--- config.mk ---
export PLATFORM = sky130hd
export DESIGN_NAME = ppcb_bank
export DESIGN_NICKNAME = d
export VERILOG_FILES = /design/src/ppcb_pkg.sv /design/src/ppcb_sync.sv /design/src/ppcb_bank.sv
export SDC_FILE = /design/constraint.sdc
export NUM_CORES = 1
export LEC_CHECK = 0
export BUFFER_PORTS_ARGS = -buffer_cell sky130_fd_sc_hd__buf_2
export CAP_MARGIN = 10
export CORE_UTILIZATION = 32
export DETAILED_ROUTE_END_ITERATION = 6
export PLACE_DENSITY_LB_ADDON = 0.3
export REMOVE_ABC_BUFFERS = 1
export SLEW_MARGIN = 20
export SYNTH_ARGS = -nofsm -noshare
export SYNTH_HDL_FRONTEND = slang
export SYNTH_SLANG_ARGS = --single-unit
export TNS_END_PERCENT = 50
--- constraint.sdc ---
create_clock -name sys_clk_in -period 3.4 [get_ports sys_clk_in]
set_input_delay 0.68 -clock sys_clk_in [delete_from_list [all_inputs] [get_ports sys_clk_in]]
set_output_delay 0.68 -clock sys_clk_in [all_outputs]
set_load 0.05 [all_outputs]
--- src/ppcb_pkg.sv ---
`default_nettype none
package ppcb_pkg;
    // Register locations
    localparam logic [7:0] ADDR_PROGRAM_STATUS = 8'h00;
    localparam logic [7:0] ADDR_FIRST_SETTING = 8'h01;
    localparam logic [7:0] ADDR_LAST_SETTING = 8'h0A;
    localparam logic [7:0] ADDR_PROGRAM_KEY = 8'h0B;
    localparam int NUM_SETTINGS = 10;
    // Indices into the settings array
    localparam int IDX_SYSTEM_CONFIG = 1;
    localparam int IDX_OVERVOLTAGE_THRESHOLD = 2;
    localparam int IDX_OVERVOLTAGE_HYST_DELAY = 3;
    localparam int IDX_BALANCING_CONFIG = 10;
    // System configuration fields
    localparam int CELL_COUNT_SELECT_LSB = 5;
    localparam int CHARGER_THERMAL_OVERRIDE_BIT = 4;
    localparam int THERMAL_SENSE_ON_BIT = 3;
    localparam int OVERTEMP_RECOVERY_SELECT_BIT = 2;
    localparam int RESERVED_SAFETY_BIT = 1;
    localparam int CURRENT_FAULT_RECOVERY_SELECT_BIT = 0;
    // Other fields
    localparam int OVERVOLTAGE_VIA_THERMISTOR_BIT = 7;
    localparam int BALANCE_MODE_LSB = 6;
    localparam int VOLTAGE_GOOD_FLAG_BIT = 0;
    // Cell count: code 0 selects the full stack, each step one less
    localparam logic [3:0] CELL_COUNT_MAX = 4'hA;
    localparam logic [3:0] CELL_COUNT_MIN = 4'h4;
    // Overvoltage trip mapping in millivolts
    localparam logic [12:0] OV_TRIP_BASE_MV = 13'h0AF0;
    localparam logic [12:0] OV_TRIP_STEP_MV = 13'h0019;
    // Key location values and reset value
    localparam logic [7:0] KEY_RESET_VALUE = 8'h00;
    localparam logic [7:0] KEY_UNLOCK_PROGRAM = 8'h41;
    localparam logic [7:0] KEY_PRE_READ = 8'h62;
    // Serial port: 7-bit device address
    localparam logic [6:0] SERIAL_DEVICE_ADDR = 7'h10;
    // Balancing modes
    localparam logic [1:0] BALANCE_OFF = 2'h0;
    localparam logic [1:0] BALANCE_ALWAYS = 2'h1;
    localparam logic [1:0] BALANCE_WHILE_CHARGING = 2'h2;
    // Serial engine states, one-hot
    typedef enum logic [3:0] {
        SER_IDLE = 4'b0001,
        SER_ADDR = 4'b0010,
        SER_WRITE = 4'b0100,
        SER_READ = 4'b1000
    } ppcb_ser_state_type;
endpackage
`default_nettype wire

--- src/ppcb_sync.sv ---
`timescale 1ns/1ps
`default_nettype none
module ppcb_sync #(
    parameter int WIDTH = 1
) (
    // Clock and reset
    input wire logic sys_clk_in,
    input wire logic reset_n_in,
    // Data
    input wire logic [WIDTH-1:0] async_in,
    output logic [WIDTH-1:0] sync_out
);
    logic [WIDTH-1:0] stage1_reg;

    // Two flops; only the second reads the first
    always_ff @(posedge sys_clk_in) begin
        if (!reset_n_in) begin
            stage1_reg <= '0;
            sync_out <= '0;
        end else begin
            stage1_reg <= async_in;
            sync_out <= stage1_reg;
        end
    end
endmodule // ppcb_sync
`default_nettype wire

--- src/ppcb_bank.sv ---
// Function
// - Load counts as removed when load-return sense falls below about 2 V.
// - With overvoltage_via_thermistor set, overvoltage pulls thermistor line low.
// - Overvoltage drops discharge gate only; undervoltage drops both gates.
// - Current faults auto-recover on load removal; with recovery select set a charger is also needed.
// - Three-bit cell-count field selects 4 to 10 cells; 000 means 10.
// - Zero-delay input low uses programmed delays; high forces minimum delays.
// - Serial port works only while zero-delay input is high.
// - Ten settings registers at 0x01 to 0x0A plus one volatile key location.
// - Thermal sensing only when enabled; recovery select adds load removal.
// - Charger thermal override: thermal protection only without charger present.
// - Charger thermal override beats overtemp recovery select.
// - Current fault recovery: load removal alone, or plus charger attached.
// - Overvoltage code maps to 2.800 V plus 25 mV per step.
// - Balancing limited to charging only when charger status is detectable.
// - Programming unlocked only by key 0x41; 0x62 pre-reads; key resets 0x00.
`timescale 1ns/1ps
`default_nettype none
module ppcb_bank (
    // Clock and reset
    input wire logic sys_clk_in,
    input wire logic reset_n_in,
    // Serial programming pins (open drain data)
    input wire logic serial_clock_in,
    input wire logic serial_data_in,
    output logic serial_data_out,
    output logic serial_data_oe_out,
    // Mode and presence pins
    input wire logic zero_delay_test_input_in,
    input wire logic load_return_below_2v_in,
    input wire logic charger_status_input_in,
    input wire logic voltage_good_flag_in,
    // Fault events from the analog front end
    input wire logic overvoltage_event_in,
    input wire logic undervoltage_event_in,
    input wire logic overtemp_event_in,
    input wire logic discharge_overcurrent_in,
    input wire logic discharge_short_circuit_in,
    // Nonvolatile storage
    input wire logic [ppcb_pkg::NUM_SETTINGS*8-1:0] nv_image_in,
    input wire logic nv_program_strobe_in,
    output logic nv_write_pulse_out,
    output logic [ppcb_pkg::NUM_SETTINGS*8-1:0] nv_write_data_out,
    // Protection outputs
    output logic discharge_gate_drive_out,
    output logic charge_gate_drive_out,
    output logic thermistor_line_oe_out,
    output logic delay_minimum_out,
    output logic thermal_sense_on_out,
    output logic [3:0] cell_count_out,
    output logic [12:0] overvoltage_trip_mv_out,
    output logic balance_enable_out
);
    import ppcb_pkg::*;

    localparam int SYNC_W = 12;

    logic [SYNC_W-1:0] sync_vec;
    logic scl_s, sda_s, zd_s, load_low_s, chg_s, voltage_good_flag_s;
    logic ov_s, uv_s, ot_s, oc_s, sc_s, prog_s;
    logic scl_prev_reg, sda_prev_reg, prog_prev_reg;
    logic scl_rise, scl_fall, start_cond, stop_cond;
    logic [7:0] shadow_reg [1:NUM_SETTINGS];
    logic [7:0] active_reg [1:NUM_SETTINGS];
    logic [7:0] key_reg;
    logic boot_done_reg;
    ppcb_ser_state_type ser_state_reg;
    logic [3:0] bit_cnt_reg;
    logic [7:0] rx_shift_reg;
    logic [7:0] tx_shift_reg;
    logic [7:0] pointer_reg;
    logic pointer_set_reg;
    logic master_nack_reg;
    logic [7:0] read_data;
    logic write_strobe;
    logic [7:0] write_addr;
    logic load_removed;
    logic current_fault_reg, overtemp_fault_reg;
    logic thermal_active, ot_clear;
    logic [7:0] system_config;
    logic [2:0] cell_code;

    // Pins cross into the clock domain first
    ppcb_sync #(
        .WIDTH(SYNC_W)
    ) u_pin_sync (
        .sys_clk_in(sys_clk_in),
        .reset_n_in(reset_n_in),
        .async_in({serial_clock_in, serial_data_in,
                   zero_delay_test_input_in, load_return_below_2v_in,
                   charger_status_input_in, voltage_good_flag_in,
                   overvoltage_event_in, undervoltage_event_in,
                   overtemp_event_in, discharge_overcurrent_in,
                   discharge_short_circuit_in, nv_program_strobe_in}),
        .sync_out(sync_vec)
    );

    assign {scl_s, sda_s, zd_s, load_low_s, chg_s, voltage_good_flag_s,
            ov_s, uv_s, ot_s, oc_s, sc_s, prog_s} = sync_vec;

    // Edge history of synchronised pins
    always_ff @(posedge sys_clk_in) begin
        if (!reset_n_in) begin
            scl_prev_reg <= 1'b1;
            sda_prev_reg <= 1'b1;
            prog_prev_reg <= 1'b0;
        end else begin
            scl_prev_reg <= scl_s;
            sda_prev_reg <= sda_s;
            prog_prev_reg <= prog_s;
        end
    end

    // Bus conditions; all gated by test mode
    assign scl_rise = zd_s && scl_s && !scl_prev_reg;
    assign scl_fall = zd_s && !scl_s && scl_prev_reg;
    assign start_cond = zd_s && scl_s && scl_prev_reg && !sda_s && sda_prev_reg;
    assign stop_cond = zd_s && scl_s && scl_prev_reg && sda_s && !sda_prev_reg;

    // Read mux; unmapped locations read as zero
    always_comb begin
        read_data = 8'h00;
        if (pointer_reg == ADDR_PROGRAM_STATUS) begin
            read_data[VOLTAGE_GOOD_FLAG_BIT] = voltage_good_flag_s;
        end else if (pointer_reg >= ADDR_FIRST_SETTING &&
                     pointer_reg <= ADDR_LAST_SETTING) begin
            read_data = shadow_reg[pointer_reg[3:0]];
        end else if (pointer_reg == ADDR_PROGRAM_KEY) begin
            read_data = key_reg;
        end
    end

    // A data byte lands at the eighth falling edge of a write byte
    assign write_strobe = scl_fall && (bit_cnt_reg == 4'h8) &&
        (ser_state_reg == SER_WRITE) && pointer_set_reg;
    assign write_addr = pointer_reg;

    // Serial engine: address, pointer, data, auto-increment
    always_ff @(posedge sys_clk_in) begin
        if (!reset_n_in || !zd_s) begin
            ser_state_reg <= SER_IDLE;
            bit_cnt_reg <= 4'h0;
            rx_shift_reg <= 8'h00;
            tx_shift_reg <= 8'h00;
            pointer_reg <= 8'h00;
            pointer_set_reg <= 1'b0;
            master_nack_reg <= 1'b0;
            serial_data_oe_out <= 1'b0;
        end else if (start_cond) begin
            ser_state_reg <= SER_ADDR;
            bit_cnt_reg <= 4'h0;
            pointer_set_reg <= 1'b0;
            serial_data_oe_out <= 1'b0;
        end else if (stop_cond) begin
            ser_state_reg <= SER_IDLE;
            bit_cnt_reg <= 4'h0;
            serial_data_oe_out <= 1'b0;
        end else if (scl_rise && ser_state_reg != SER_IDLE) begin
            if (bit_cnt_reg < 4'h8) begin
                rx_shift_reg <= {rx_shift_reg[6:0], sda_s};
            end else begin
                master_nack_reg <= sda_s;
            end
            bit_cnt_reg <= bit_cnt_reg + 4'h1;
        end else if (scl_fall && ser_state_reg != SER_IDLE) begin
            unique case (ser_state_reg)
                SER_ADDR: begin
                    if (bit_cnt_reg == 4'h8) begin
                        if (rx_shift_reg[7:1] == SERIAL_DEVICE_ADDR) begin
                            serial_data_oe_out <= 1'b1;
                            ser_state_reg <= rx_shift_reg[0] ?
                                SER_READ : SER_WRITE;
                        end else begin
                            ser_state_reg <= SER_IDLE;
                        end
                    end
                end
                SER_WRITE: begin
                    if (bit_cnt_reg == 4'h8) begin
                        // Acknowledge every byte, mapped or not
                        serial_data_oe_out <= 1'b1;
                        if (!pointer_set_reg) begin
                            pointer_reg <= rx_shift_reg;
                            pointer_set_reg <= 1'b1;
                        end else begin
                            pointer_reg <= pointer_reg + 8'h01;
                        end
                    end else if (bit_cnt_reg == 4'h9) begin
                        serial_data_oe_out <= 1'b0;
                        bit_cnt_reg <= 4'h0;
                    end
                end
                SER_READ: begin
                    if (bit_cnt_reg == 4'h9) begin
                        // Nack seen at the ninth rise ends the read
                        if (master_nack_reg) begin
                            ser_state_reg <= SER_IDLE;
                        end else begin
                            tx_shift_reg <= read_data;
                            serial_data_oe_out <= !read_data[7];
                            pointer_reg <= pointer_reg + 8'h01;
                        end
                        bit_cnt_reg <= 4'h0;
                    end else if (bit_cnt_reg == 4'h8) begin
                        serial_data_oe_out <= 1'b0;
                    end else if (bit_cnt_reg != 4'h0) begin
                        serial_data_oe_out <=
                            !tx_shift_reg[3'h7 - bit_cnt_reg[2:0]];
                    end
                end
                default: begin
                    ser_state_reg <= SER_IDLE;
                end
            endcase
        end
    end

    // Data line only ever pulls low
    always_ff @(posedge sys_clk_in) begin
        serial_data_out <= 1'b0;
    end

    // Key location: volatile, cleared by reset
    always_ff @(posedge sys_clk_in) begin
        if (!reset_n_in) begin
            key_reg <= KEY_RESET_VALUE;
        end else if (write_strobe && write_addr == ADDR_PROGRAM_KEY) begin
            key_reg <= rx_shift_reg;
        end
    end

    // Shadow copy: boot load, pre-read, serial writes
    always_ff @(posedge sys_clk_in) begin
        if (!reset_n_in) begin
            boot_done_reg <= 1'b0;
            for (int i = 1; i <= NUM_SETTINGS; i++) begin
                shadow_reg[i] <= 8'h00;
            end
        end else if (!boot_done_reg ||
                     (write_strobe && write_addr == ADDR_PROGRAM_KEY &&
                      rx_shift_reg == KEY_PRE_READ)) begin
            boot_done_reg <= 1'b1;
            for (int i = 1; i <= NUM_SETTINGS; i++) begin
                shadow_reg[i] <= nv_image_in[(i-1)*8 +: 8];
            end
        end else if (write_strobe && write_addr >= ADDR_FIRST_SETTING &&
                     write_addr <= ADDR_LAST_SETTING) begin
            shadow_reg[write_addr[3:0]] <= rx_shift_reg;
        end
    end

    // Active copy steers protection; changes only on boot or commit
    always_ff @(posedge sys_clk_in) begin
        if (!reset_n_in) begin
            nv_write_pulse_out <= 1'b0;
            nv_write_data_out <= '0;
            for (int i = 1; i <= NUM_SETTINGS; i++) begin
                active_reg[i] <= 8'h00;
            end
        end else if (!boot_done_reg) begin
            nv_write_pulse_out <= 1'b0;
            for (int i = 1; i <= NUM_SETTINGS; i++) begin
                active_reg[i] <= nv_image_in[(i-1)*8 +: 8];
            end
        end else if (prog_s && !prog_prev_reg &&
                     key_reg == KEY_UNLOCK_PROGRAM && zd_s) begin
            nv_write_pulse_out <= 1'b1;
            for (int i = 1; i <= NUM_SETTINGS; i++) begin
                active_reg[i] <= shadow_reg[i];
                nv_write_data_out[(i-1)*8 +: 8] <= shadow_reg[i];
            end
        end else begin
            nv_write_pulse_out <= 1'b0;
        end
    end

    assign system_config = active_reg[IDX_SYSTEM_CONFIG];
    assign cell_code = system_config[CELL_COUNT_SELECT_LSB +: 3];
    // Comparator output already encodes the 2 V trip
    assign load_removed = load_low_s;
    // Override: thermal protection suppressed while a charger is present
    assign thermal_active = system_config[THERMAL_SENSE_ON_BIT] &&
        !(system_config[CHARGER_THERMAL_OVERRIDE_BIT] && chg_s);
    // Override wins over recovery select
    assign ot_clear = (system_config[CHARGER_THERMAL_OVERRIDE_BIT] && chg_s) ||
        !system_config[THERMAL_SENSE_ON_BIT] ||
        (!ot_s && (!system_config[OVERTEMP_RECOVERY_SELECT_BIT] ||
                   load_removed));

    // Current fault latch; set wins over clear
    always_ff @(posedge sys_clk_in) begin
        if (!reset_n_in) begin
            current_fault_reg <= 1'b0;
        end else if (oc_s || sc_s) begin
            current_fault_reg <= 1'b1;
        end else if (load_removed &&
                     (!system_config[CURRENT_FAULT_RECOVERY_SELECT_BIT] ||
                      chg_s)) begin
            current_fault_reg <= 1'b0;
        end
    end

    // Overtemperature latch; charger override clears immediately
    always_ff @(posedge sys_clk_in) begin
        if (!reset_n_in) begin
            overtemp_fault_reg <= 1'b0;
        end else if (ot_s && thermal_active) begin
            overtemp_fault_reg <= 1'b1;
        end else if (ot_clear) begin
            overtemp_fault_reg <= 1'b0;
        end
    end

    // Gate controls: high means FET on
    always_ff @(posedge sys_clk_in) begin
        if (!reset_n_in) begin
            discharge_gate_drive_out <= 1'b0;
            charge_gate_drive_out <= 1'b0;
            thermistor_line_oe_out <= 1'b0;
        end else begin
            discharge_gate_drive_out <= !(ov_s || uv_s ||
                current_fault_reg || overtemp_fault_reg);
            charge_gate_drive_out <= !(uv_s || overtemp_fault_reg);
            thermistor_line_oe_out <= ov_s &&
                active_reg[IDX_OVERVOLTAGE_HYST_DELAY]
                          [OVERVOLTAGE_VIA_THERMISTOR_BIT];
        end
    end

    // Decoded settings for the analog side
    always_ff @(posedge sys_clk_in) begin
        if (!reset_n_in) begin
            delay_minimum_out <= 1'b0;
            thermal_sense_on_out <= 1'b0;
            cell_count_out <= CELL_COUNT_MAX;
            overvoltage_trip_mv_out <= OV_TRIP_BASE_MV;
            balance_enable_out <= 1'b0;
        end else begin
            delay_minimum_out <= zd_s;
            thermal_sense_on_out <= thermal_active;
            // Codes past six saturate at the minimum count of four cells
            cell_count_out <= (cell_code > 3'h6) ? CELL_COUNT_MIN :
                CELL_COUNT_MAX - {1'b0, cell_code};
            overvoltage_trip_mv_out <= OV_TRIP_BASE_MV + OV_TRIP_STEP_MV *
                {7'h00, active_reg[IDX_OVERVOLTAGE_THRESHOLD][5:0]};
            unique case (active_reg[IDX_BALANCING_CONFIG]
                         [BALANCE_MODE_LSB +: 2])
                BALANCE_OFF: balance_enable_out <= 1'b0;
                BALANCE_ALWAYS: balance_enable_out <= 1'b1;
                BALANCE_WHILE_CHARGING: balance_enable_out <= chg_s;
                default: balance_enable_out <= 1'b1;
            endcase
        end
    end
endmodule // ppcb_bank
`default_nettype wire

==> impl_metrics.csv <==
group,metric,value,unit
outcome,status,"finished, final reports clean",
logic_synthesis,synth_flop_cell,"dfxtp_1",
min_path,hp-class,"in2reg",
critical_path,path_cells,"inv_1, ha_1, inv_1, fa_1, ha_1, ha_1, fa_1, a21oi_1, nor2_1, o21a_1, o21a_1, o21ai_0",
route,drtPass1Iterations,5,
die,start_util,32.73,%
grt,grt-ovfl-total,0,
logic_synthesis,synth_cell_types,71,
critical_path,rrSetupSlack,430,ps
die,dieArea,0.04519,mm2
place,gp_congestion,0.8663,
route,vias,10690,
logic_synthesis,ys_seq_area_share,56.00,%
critical_path,critical-path-top-delay-family,"adder cells",
layout,n_antenna_cell,0,
logic_synthesis,synthArstFlopShare,0,%
cts,clk_latency,530,ps
route,drt-initial-drc-count,838,
sta,finalHoldWorstSlack,356.7,ps
cts,htreeDepth,2,
place,dpl.hpwl,31750,um
layout,nFillCells,4337,
min_path,holdCritStartpoint,"discharge_short_circuit_in",
logic_synthesis,ys_warn_count,0,
critical_path,cp_max_fo,2,
layout,num-nets-final,1665,
sta,fmax,0.3366,GHz
sta,finalHoldViolCount,0,
layout,multi_input_area,0.005724,mm2
die,die_x,212.6,um
logic_synthesis,synth_edf_count,144,
critical_path,cp-end-kind,"flip-flop",
cts,clock_path_buffers,3,
critical_path,critical_path.startpoint,"active_reg[2][2]",
sta,rsz0062_at_grt,"false",
critical_path,crit_top_cell,"ha_1",
layout,largest_reg_flops,128,
grt,grtUsageTotal,19.28,%
logic_synthesis,syn_area,0.01419,mm2
layout,final_common_cell,"nand2_1",
sta,fin_crit_sh,87.38,%
sta,relSlewSlack,45.36,%
cts,cts_buffers,37,
die,die_h,212.6,um
grt,grt_start_max_net_pins,68,
cts,cts_tree,"built",
logic_synthesis,synthesis.instances,1310,
cts,postCtsHoldBufs,0,
die,core,0.04336,mm2
place,port-buffer-count,198,
sta,skew,16.85,ps
critical_path,max_stage_delay,480,ps
critical_path,rr_startpoint,"active_reg[2][2]",
critical_path,worstPathRequired,3840,ps
cts,post_cts_buffers,0,
layout,final_util,39.32,%
route,remaining_drc_errors,0,
cts,cts.sinks,325,
layout,seq_area,0.007949,mm2
route,drtAntennaViolNets,0,
critical_path,arrival,3420,ps
die,rows,76,
layout,drive_gt1_share,22.90,%
grt,antenna_found_initial,0,
grt,grt_pass1_wl,64280,um
layout,final_cell_mix,"298 x nand2_1, 197 x buf_2, 180 x dfxtp_1",
grt,grt_pass1_vias,10620,
cts,post_cts_resized,0,
critical_path,worst-path-buf-inv,2,
layout,area_growth,20.16,%
route,drt-total-wl,43170,um
logic_synthesis,syn_area_per_cell,10.83,um2
sta,fin_setup_tns,0,ps
power_and_ir_drop,power.density,511.1,mW/mm2
sta,finalWorstSetupSlack,429.0,ps
route,viasPerCell,4.975,
critical_path,slowest_stage,"fa_1",
sta,worst_slew_pin_slew,813.3,ps
critical_path,start_kind,"flip-flop",
cts,root_buffer,"clkbuf_16",
cts,clk_pin_slew,60,ps
route,wire_per_inst,20.10,um
sta,setup_viol,0,
power_and_ir_drop,p_leak,6.570,nW
sta,slew_violations,0,
power_and_ir_drop,peakVddDrop,0.2873,mV
run,max_cap_violations,0,
place,dp_slack,441.8,ps
logic_synthesis,ys_seq_elements,325,
sta,period_needed,2971,ps
die,io_pins,200,
power_and_ir_drop,power,8.714,mW
critical_path,path_class,"reg2reg",
[where the power goes]
group | switching (mW) | total [mW] | internal [mW]
logic | 0.395 | 0.635 | 0.240
clock network | 1.58 | 3.77 | 2.19
registers | 0.0831 | 4.31 | 4.22
[cell families after synthesis]
group           after synthesis  synth area share, %
simple gates                482                15.96
flops                       325                56.00
compound gates              285                12.94
mux                          60                7.124
buf+inv                     120                4.655
other cells                   1              0.02642
fa+ha+maj                    34                3.103
xor+xnor                      3               0.1852
[metal layers]
| metal | part of all wire [%] | GRT usage, % | wire, um | up-vias |
|---|---|---|---|---|
| met5 | 0 | 0 | 0 | - |
| met4 | 3.3 | 7.542 | 1408 | 0 |
| met3 | 7.2 | 3.560 | 3089 | 67 |
| met2 | 47 | 31.49 | 20200 | 403 |
| met1 | 43 | 25.21 | 18470 | 5168 |
| li1 | - | - | - | 5048 |
[cell type report]
type / count / area share, %
well taps: 585 / 4.293
clock buffers: 50 / 6.024
multi-input cells: 897 / 33.57
flip-flops and latches: 325 / 46.62
repair buffers: 245 / 8.262
clock inverters: 15 / 0.5503
inverters: 31 / 0.6824
[cell usage after synthesis (3+ instances only)]
master     number  area, um2
a211oi_1        5      37.54
a21boi_0       70      525.5
a21boi_1        4      30.03
a21oi_1        32      160.2
a22o_1         34      297.8
a22oi_1         5      37.54
a2bb2oi_1       3      26.28
a31oi_1         4      25.02
and2_1         32      200.2
and3_1         17      106.4
buf_2          13      65.06
buf_4           6      45.04
buf_6           9      101.4
clkbuf_1       48      180.2
clkbuf_8        8      110.1
dfxtp_1       181       3623
edfxtp_1      144       4324
ha_1           32      400.4
inv_1          31      116.4
mux2_2          8      90.09
mux2i_1        20      200.2
mux4_2         32      720.7
nand2_1       298       1119
nand2b_1       13      81.33
nand3_1        10      50.05
nand3b_1        5      37.54
nand4_1         4      25.02
nor2_1         46      172.7
nor2b_1        13      81.33
nor3_1          9      45.04
nor3b_1         7      52.55
nor4_1          3      18.77
nor4b_1         4      35.03
o211ai_1        3      22.52
o21a_1          4      30.03
o21ai_0        49      245.2
o21ai_1        58      290.3
o22ai_1         3      18.77
[worst register-to-register path, stage by stage (launching register included)]
cell and delay (ps):
edfxtp_1 350, inv_1 70, ha_1 280, inv_1 60, fa_1 480, ha_1 310
ha_1 230, fa_1 410, a21oi_1 150, nor2_1 70, o21a_1 170, o21a_1 160
o21ai_0 170
[through the flow]
step                cell area [um2]  std cells
detailed placement            15930       2083
CTS                           17050       2148
global route                  17050       2148
floorplan                     13770       1253
global placement              15930       2083
finish                        17050       2148
[worst paths after layout]
kind                            endpoint  cells past startpoint
max reg2reg  overvoltage_trip_mv_out[11]                     12
min reg2reg        charge_gate_drive_out                      1
max          overvoltage_trip_mv_out[11]                     12
min             u_pin_sync.stage1_reg[1]                      2
(Power assumes the default switching activity.)
